## src/debug_memory_access_engine_map.svh

```systemverilog
`ifndef DEBUG_MEMORY_ACCESS_ENGINE_MAP_SVH
`define DEBUG_MEMORY_ACCESS_ENGINE_MAP_SVH
`define IDX_CONTROL        6'h07
`define IDX_ADDRESS        6'h09
`define IDX_DATA           6'h0A
`define ACCESS_CONTROL_BIT 31
`define DIRECTION_BIT      30
`define WORD_SIZE_HI       29
`define WORD_SIZE_LO       27
`define TRANSFER_COUNT_HI  15
`define TRANSFER_COUNT_LO  2
`define ERR_BIT            1
`define DATA_VALID_BIT     0
`define WORD_SIZE_DWORD    3'h3
`define BURST_COUNT        14'h0004
`define ONE_COUNT          14'h0001
`define DWORD_STEP         32'h0000_0008
`define CTRL_RESET         32'h0000_0000
`define TCODE_RW_ERR       6'h08
`define ERROR_CODE_RW      5'h03
`define MSEO_IDLE          2'h3
`define MSEO_START         2'h0
`define RESP_OKAY          2'h0
`define RESP_DECERR        2'h3
`endif

```

## src/dmae_pkg.sv

```systemverilog
package dmae_pkg;
  typedef enum logic [1:0] {
    ST_IDLE = 2'b00,
    ST_BUS  = 2'b01,
    ST_STEP = 2'b10,
    ST_HOLD = 2'b11
  } engine_state_t;
  typedef struct packed {
    logic        req;
    logic [31:0] addr;
    logic [2:0]  size;
  } bus_request_t;
  typedef struct packed {
    logic        ack;
    logic        err;
    logic [63:0] rdata;
  } bus_answer_t;
  typedef struct packed {
    logic [11:0] mdo;
    logic [1:0]  mseo;
  } trace_port_t;
endpackage

```

## src/debug_memory_access_engine.sv

```systemverilog
`timescale 1ns/1ps
`include "debug_memory_access_engine_map.svh"
module debug_memory_access_engine
  import dmae_pkg::*;
#(
  parameter logic [3:0] SOURCE_ID = 4'h5 // Arbitrary value
) (
  // Clock and reset
  input  wire logic         clk,
  input  wire logic         reset_n,
  input  wire logic         ce,
  // AXI4-Lite write
  input  wire logic [7:0]   awaddr,
  input  wire logic         awvalid,
  output logic              awready,
  input  wire logic [31:0]  wdata,
  input  wire logic [3:0]   wstrb,
  input  wire logic         wvalid,
  output logic              wready,
  output logic [1:0]        bresp,
  output logic              bvalid,
  input  wire logic         bready,
  // AXI4-Lite read
  input  wire logic [7:0]   araddr,
  input  wire logic         arvalid,
  output logic              arready,
  output logic [31:0]       rdata,
  output logic [1:0]        rresp,
  output logic              rvalid,
  input  wire logic         rready,
  // System bus
  output bus_request_t      bus_out,
  input  wire bus_answer_t  bus_in,
  // Trace port
  input  wire logic         link_clk,
  output trace_port_t       trace,
  // Ready pin
  output logic              access_ready_n
);

  function automatic logic [7:0] byte_addr(input logic [5:0] idx);
    byte_addr = {idx, 2'b00};
  endfunction

  function automatic logic [31:0] merge(input logic [31:0] old, input logic [31:0] nw,
                                        input logic [3:0] strb);
    logic [31:0] res;
    res = old;
    for (int i = 0; i < 4; i++) begin
      if (strb[i]) begin
        res[i*8 +: 8] = nw[i*8 +: 8];
      end
    end
    merge = res;
  endfunction

  function automatic logic mapped(input logic [7:0] a);
    mapped = (a == byte_addr(`IDX_CONTROL)) || (a == byte_addr(`IDX_ADDRESS)) ||
             (a == byte_addr(`IDX_DATA));
  endfunction

  engine_state_t state;
  logic [31:0]   ctrl_word;
  logic [31:0]   access_address;
  logic [31:0]   access_data;
  logic [63:0]   burst_buffer [0:3];
  logic          access_control_bit;
  logic          err_bit;
  logic          data_valid_bit;
  logic [31:0]   cur_addr;
  logic [13:0]   cur_count;
  logic          burst_mode;
  logic          burst_done;
  logic [1:0]    beat;
  logic [2:0]    read_ptr;
  logic          err_event;
  logic          aw_held;
  logic          w_held;
  logic [7:0]    aw_addr_q;
  logic [31:0]   w_data_q;
  logic [3:0]    w_strb_q;
  logic [2:0]    link_sync;
  logic          link_level;
  logic          link_rise;
  logic          trace_pending;
  logic          trace_phase;
  logic          do_write;
  logic          do_read;
  logic          wr_ctrl;
  logic          rd_data;
  logic [31:0]   next_ctrl;
  logic [13:0]   next_count;
  logic [31:0]   step;
  logic [14:0]   err_frame;

  // Control writes wait while a beat is on the bus, so a block ends on a beat boundary
  assign do_write = aw_held && w_held && !bvalid && (state != ST_BUS);
  assign awready  = ce && !aw_held;
  assign wready   = ce && !w_held;
  assign arready  = ce && !rvalid;
  assign do_read  = arvalid && arready;
  assign wr_ctrl  = do_write && (aw_addr_q == byte_addr(`IDX_CONTROL));
  assign rd_data  = do_read && (araddr == byte_addr(`IDX_DATA));
  assign next_ctrl = merge({access_control_bit, ctrl_word[`DIRECTION_BIT:0]}, w_data_q,
                           w_strb_q);
  assign next_count = (next_ctrl[`TRANSFER_COUNT_HI:`TRANSFER_COUNT_LO] <= `ONE_COUNT) ?
                      `ONE_COUNT : next_ctrl[`TRANSFER_COUNT_HI:`TRANSFER_COUNT_LO];
  assign step = burst_mode ? `DWORD_STEP :
                (32'h0000_0001 << ctrl_word[`WORD_SIZE_HI:`WORD_SIZE_LO]);
  assign err_frame = {`ERROR_CODE_RW, SOURCE_ID, `TCODE_RW_ERR};

  assign bus_out.req  = (state == ST_BUS);
  assign bus_out.addr = cur_addr;
  assign bus_out.size = ctrl_word[`WORD_SIZE_HI:`WORD_SIZE_LO];

  // AXI write channel capture
  always_ff @(posedge clk or negedge reset_n) begin
    if (!reset_n) begin
      aw_held   <= 1'b0;
      w_held    <= 1'b0;
      aw_addr_q <= 8'h00;
      w_data_q  <= 32'h0000_0000;
      w_strb_q  <= 4'h0;
    end else if (ce) begin
      if (awvalid && awready) begin
        aw_held   <= 1'b1;
        aw_addr_q <= awaddr;
      end else if (do_write) begin
        aw_held <= 1'b0;
      end
      if (wvalid && wready) begin
        w_held   <= 1'b1;
        w_data_q <= wdata;
        w_strb_q <= wstrb;
      end else if (do_write) begin
        w_held <= 1'b0;
      end
    end
  end

  // AXI write response
  always_ff @(posedge clk or negedge reset_n) begin
    if (!reset_n) begin
      bvalid <= 1'b0;
      bresp  <= `RESP_OKAY;
    end else if (ce) begin
      if (do_write) begin
        bvalid <= 1'b1;
        bresp  <= mapped(aw_addr_q) ? `RESP_OKAY : `RESP_DECERR;
      end else if (bready) begin
        bvalid <= 1'b0;
      end
    end
  end

  // AXI read data
  always_ff @(posedge clk or negedge reset_n) begin
    if (!reset_n) begin
      rvalid <= 1'b0;
      rdata  <= 32'h0000_0000;
      rresp  <= `RESP_OKAY;
    end else if (ce) begin
      if (do_read) begin
        rvalid <= 1'b1;
        rresp  <= mapped(araddr) ? `RESP_OKAY : `RESP_DECERR;
        if (araddr == byte_addr(`IDX_CONTROL)) begin
          rdata <= {access_control_bit, ctrl_word[`DIRECTION_BIT:`TRANSFER_COUNT_LO],
                    err_bit, data_valid_bit};
        end else if (araddr == byte_addr(`IDX_ADDRESS)) begin
          rdata <= access_address;
        end else if (araddr == byte_addr(`IDX_DATA)) begin
          if (burst_done) begin
            rdata <= read_ptr[0] ? burst_buffer[read_ptr[2:1]][63:32] :
                                   burst_buffer[read_ptr[2:1]][31:0];
          end else begin
            rdata <= access_data;
          end
        end else begin
          rdata <= 32'h0000_0000;
        end
      end else if (rready) begin
        rvalid <= 1'b0;
      end
    end
  end

  // Software-visible setup; the engine never writes these back
  always_ff @(posedge clk or negedge reset_n) begin
    if (!reset_n) begin
      ctrl_word      <= `CTRL_RESET;
      access_address <= 32'h0000_0000;
    end else if (ce && do_write) begin
      if (aw_addr_q == byte_addr(`IDX_CONTROL)) begin
        ctrl_word <= next_ctrl;
      end
      if (aw_addr_q == byte_addr(`IDX_ADDRESS)) begin
        access_address <= merge(access_address, w_data_q, w_strb_q);
      end
    end
  end

  // Burst buffer needs no reset; only read after a full burst
  always_ff @(posedge clk) begin
    if (ce && state == ST_BUS && bus_in.ack && !bus_in.err && burst_mode) begin
      burst_buffer[beat] <= bus_in.rdata;
    end
  end

  // Access engine
  always_ff @(posedge clk or negedge reset_n) begin
    if (!reset_n) begin
      state              <= ST_IDLE;
      access_control_bit <= 1'b0;
      err_bit            <= 1'b0;
      data_valid_bit     <= 1'b0;
      access_data        <= 32'h0000_0000;
      cur_addr           <= 32'h0000_0000;
      cur_count          <= 14'h0000;
      burst_mode         <= 1'b0;
      burst_done         <= 1'b0;
      beat               <= 2'h0;
      read_ptr           <= 3'h0;
      access_ready_n     <= 1'b1;
      err_event          <= 1'b0;
    end else if (ce) begin
      err_event <= 1'b0;
      if (wr_ctrl) begin
        err_bit        <= 1'b0;
        data_valid_bit <= 1'b0;
        access_ready_n <= 1'b1;
        burst_done     <= 1'b0;
        beat           <= 2'h0;
        read_ptr       <= 3'h0;
        cur_addr       <= access_address;
        cur_count      <= next_count;
        burst_mode     <= (next_ctrl[`WORD_SIZE_HI:`WORD_SIZE_LO] == `WORD_SIZE_DWORD) &&
                          (next_ctrl[`TRANSFER_COUNT_HI:`TRANSFER_COUNT_LO] == `BURST_COUNT);
        // Write direction not handled here: a write request just stops the engine
        if (next_ctrl[`ACCESS_CONTROL_BIT] && !next_ctrl[`DIRECTION_BIT]) begin
          access_control_bit <= 1'b1;
          state              <= ST_BUS;
        end else begin
          access_control_bit <= 1'b0;
          state              <= ST_IDLE;
        end
      end else begin
        unique case (state)
          ST_IDLE: begin
            if (rd_data && burst_done) begin
              read_ptr       <= read_ptr + 3'h1;
              access_ready_n <= 1'b1;
            end else if (rd_data) begin
              access_ready_n <= 1'b1;
            end
          end
          ST_BUS: begin
            if (bus_in.ack && bus_in.err) begin
              access_control_bit <= 1'b0;
              err_bit            <= 1'b1;
              err_event          <= 1'b1;
              access_ready_n     <= 1'b1;
              state              <= ST_IDLE;
            end else if (bus_in.ack) begin
              cur_addr  <= cur_addr + step;
              cur_count <= cur_count - `ONE_COUNT;
              if (burst_mode) begin
                beat <= beat + 2'h1;
                if (cur_count == `ONE_COUNT) begin
                  burst_done         <= 1'b1;
                  data_valid_bit     <= 1'b1;
                  access_ready_n     <= 1'b0;
                  access_control_bit <= 1'b0;
                  state              <= ST_IDLE;
                end else begin
                  state <= ST_STEP;
                end
              end else begin
                access_data    <= bus_in.rdata[31:0];
                access_ready_n <= 1'b0;
                if (cur_count == `ONE_COUNT) begin
                  data_valid_bit     <= 1'b1;
                  access_control_bit <= 1'b0;
                  state              <= ST_IDLE;
                end else begin
                  state <= ST_HOLD;
                end
              end
            end
          end
          ST_STEP: begin
            state <= ST_BUS;
          end
          ST_HOLD: begin
            // Next beat only after the tool has taken the current word
            if (rd_data) begin
              access_ready_n <= 1'b1;
              state          <= ST_BUS;
            end
          end
        endcase
      end
    end
  end

  // Link clock sampling; first stage feeds only the second
  always_ff @(posedge clk or negedge reset_n) begin
    if (!reset_n) begin
      link_sync  <= 3'h0;
      link_level <= 1'b0;
    end else if (ce) begin
      link_sync <= {link_sync[1:0], link_clk};
      if (link_sync[2] == link_sync[1]) begin
        link_level <= link_sync[2];
      end
    end
  end

  assign link_rise = (link_sync[2] == link_sync[1]) && link_sync[2] && !link_level;

  // Error message on the trace port, paced by the link clock
  always_ff @(posedge clk or negedge reset_n) begin
    if (!reset_n) begin
      trace_pending <= 1'b0;
      trace_phase   <= 1'b0;
      trace.mdo     <= 12'h000;
      trace.mseo    <= `MSEO_IDLE;
    end else if (ce) begin
      if (err_event) begin
        trace_pending <= 1'b1;
      end else if (link_rise && !trace_phase && trace_pending) begin
        trace_pending <= 1'b0;
      end
      if (link_rise) begin
        if (trace_phase) begin
          trace.mdo   <= {9'h000, err_frame[14:12]};
          trace.mseo  <= `MSEO_IDLE;
          trace_phase <= 1'b0;
        end else if (trace_pending) begin
          trace.mdo   <= err_frame[11:0];
          trace.mseo  <= `MSEO_START;
          trace_phase <= 1'b1;
        end else begin
          trace.mseo <= `MSEO_IDLE;
        end
      end
    end
  end

endmodule // debug_memory_access_engine

```

## config.mk

```make
export PLATFORM = sky130hd
export DESIGN_NAME = debug_memory_access_engine
export DESIGN_NICKNAME = d
export VERILOG_FILES = /design/src/dmae_pkg.sv /design/src/debug_memory_access_engine.sv
export VERILOG_INCLUDE_DIRS = /design/src
export SDC_FILE = /design/constraint.sdc
export NUM_CORES = 1
export LEC_CHECK = 0
export BUFFER_PORTS_ARGS = -buffer_cell sky130_fd_sc_hd__buf_2
export CAP_MARGIN = 20
export CORE_MARGIN = 1
export CORE_UTILIZATION = 55
export CTS_CLUSTER_DIAMETER = 150
export DETAILED_ROUTE_END_ITERATION = 10
export PLACE_DENSITY_LB_ADDON = 0.3
export SETUP_SLACK_MARGIN = 0.02
export SYNTH_ARGS = -nofsm -noshare
export SYNTH_HDL_FRONTEND = slang
export SYNTH_SLANG_ARGS = --single-unit
```

## constraint.sdc

```tcl
create_clock -name clk -period 5 [get_ports clk]
set_clock_uncertainty 0.15 [all_clocks]
set_input_delay 1 -clock clk [delete_from_list [all_inputs] [get_ports clk]]
set_output_delay 1 -clock clk [all_outputs]
set_load 0.05 [all_outputs]
```

==> key figures <==
Clocking
  – Clock Latency Late Sink: 620 ps
  – Clock sink count: 499
  – CTS Buf Count: 51
  – Post-CTS Resized: 0
  – Root Driver: clkbuf_16
  – # H-tree levels: 2
  – Setup bufs post-CTS: 0
  – Post-cts hold buffer count: 0
  – CTS tree: built
  – Clk slew on worst S/H paths: 60 ps
  – CTS Buffer Depth: 3

Yosys
  – Yosys cell types: 75
  – Number of flops mapped to enable cells by yosys: 256
  – Area contributors post-synth: edfxtp_1, dfrtp_1, mux2_2
  – Commonest cells in the netlist: edfxtp_1, dfrtp_1, mux2_2, nand2_1, o21ai_0
  – Top-count cell post-synth: edfxtp_1
  – Post-synth top flop: edfxtp_1
  – #FFs+latches synth: 499
  – Dominant cell type by area after synthesis: edfxtp_1
  – Synthesized area: 21,600 um^2
  – Yosys warns: 0
  – Cells after synthesis: 1,496
  – Share of the synthesized area in the top cell type: 35.7%
  – Syn_area_per_cell: 14.4 um^2
  – Sequential share of the synthesized area: 63.9%
  – Asr flop ratio synth: 48.7%

Timing
  – Measured slew at the worst slew-check pin: 995 ps
  – Final setup vio count: 0
  – Fin Hold WS: 335 ps
  – Max Fclk: 312 MHz
  – Relative slew slack: 33.6%
  – Setup_tns: 0 ps
  – Tmin final: 3200 ps
  – RSZ-0062 raised after global routing: false
  – Number of hold violations in the final report: 0
  – Final Slew Violations: 0
  – Tcrit/Tclk final: 64.0%

Placement
  – DPL Wire Length: 36,000 um
  – GP Congestion: 0.904
  – Port Buffers: 211

Job
  – Number of max-cap violations: 0

Detailed routing
  – Pre-antenna DRT Iters: 5
  – Vias: 14,000
  – Detail Route Antenna Nets: 0
  – Total Wirelength: 54,000 um
  – DR vias/cell: 6.18
  – Routed len/inst: 23.8 um
  – Post-route DRC violation count: 0
  – Iter 0 DRT Violations: 1,284

Critical path
  – Crit path kind: in -> out
  – Crit-path max FO: 17
  – CP Data Arrival Time: 2050 ps
  – Critical Path Start Type: input pin
  – Crit. End Element: output pin
  – Critical path required time: 3850 ps

Floorplan
  – Cell row count: 72
  – I/O Pins: 219
  – Initial Utilization: 55.8%
  – Full die area: 40,000 um^2
  – Die Wd: 200 um
  – Core area: 38,600 um^2
  – Die Y: 200 um

Global route
  – Initial antenna violation count: 4
  – Largest net degree at the start of global routing: 122
  – Overflow after GRT: 0
  – First-pass GRT wire length: 82,500 um
  – Vias in the first global route: 14,000
  – GRT Total Usage: 27.8%

Power and ir drop
  – Peak supply drop: 293 uV
  – Pwr dens: 442 nW/um^2
  – Leakage: 9.86 nW

Finish
  – Layout cells sized above 1: 32.2%
  – Layout net count: 1,850
  – P&R area growth vs syn: 15.3%

Min path
  – Hold Path Class: in -> async

Outcome
  – Status: complete, no violations
[placed cells by master (no fill, tap or decap), drive strengths merged, types with 19 or more instances in the layout]
cell,n
inv,20
mux4,64
a221o,33
o21ai,117
dfrtp,241
mux2,167
clkbuf,73
nand2,112
edfxtp,256
buf,245
clkinv,19
nand3,26
a21oi,69
nor3,19
ha,20
nor2,56
[metal layers]
layer	vias up	part of all wire (%)	track usage, %
li1	6167	-	-
met2	624	48	44.5
met1	7081	41	37.9
met4	4	3.5	10.1
met3	115	7.7	5.93
met5	-	0.043	0
[final cells by class]
class                      count  area [um^2]
clock inverter                23          200
clock buffer                  73         1430
timing repair buffer         245         1400
tap                          518          648
sequential                   499        13800
fill                        2770        13800
antenna                        2         5.00
multi-input combinational    886         7330
inverter                      19         71.3
[final timing paths]
path,start,endpoint,slack (ps),cells after the start
min in group clk,ctrl_word[18],ctrl_word[18],340,1
worst max register to register,burst_mode,cur_addr[26],1850,11
worst max-delay path,ce,wready,1800,4
worst min-delay path,reset_n,access_data[9],340,1
worst min register to register,ctrl_word[18],ctrl_word[18],340,1
max in group asynchronous,reset_n,trace[0],3260,2
[per-stage QoR]
| stage | setup slack (ps) | instances | cell area (um^2) | power, mW | util [%] |
|---|---|---|---|---|---|
| floorplan | 1080 | 1502 | 21600 | 6.69 | - |
| global placement | 1460 | 2164 | 23100 | 7.25 | 59.9 |
| detailed placement | 1420 | 2165 | 23200 | 7.32 | 60.0 |
| CTS | 1820 | 2261 | 24800 | 11.0 | 64.2 |
| global route | 1660 | 2263 | 24900 | 11.4 | 64.3 |
| finish | 1800 | 2265 | 24900 | 11.0 | 64.3 |
[worst max-delay path: stages]
cell    delay, ps
buf_2         310
inv_1         220
nor2_1        210
buf_2         300
[kinds of logic after synthesis]
family / Yosys count / share of synthesized area (%)
mux: 242 / 15.9
flops: 499 / 63.9
xor+xnor: 9 / 0.366
fa+ha+maj: 21 / 1.25
compound gates: 307 / 9.02
other cells: 1 / 0.0174
simple gates: 300 / 7.10
buf+inv: 117 / 2.46
[report_power, final]
group	leakage [nW]	internal (mW)	switching, mW
Combinational	3.64	0.756	1.11
Clock	0.799	2.10	1.60
Sequential	5.43	4.85	0.559
[state kept, by name (all words and copies together) (netlist names), 4 cells and up]
name / cells
cur_addr: 32
w_strb_q: 4
cur_count: 14
burst_buffer: 256
w_data_q: 32
rdata: 32
access_address: 32
aw_addr_q: 8
access_data: 32
ctrl_word: 29
No activity file was read; power rests on OpenSTA's default activity.
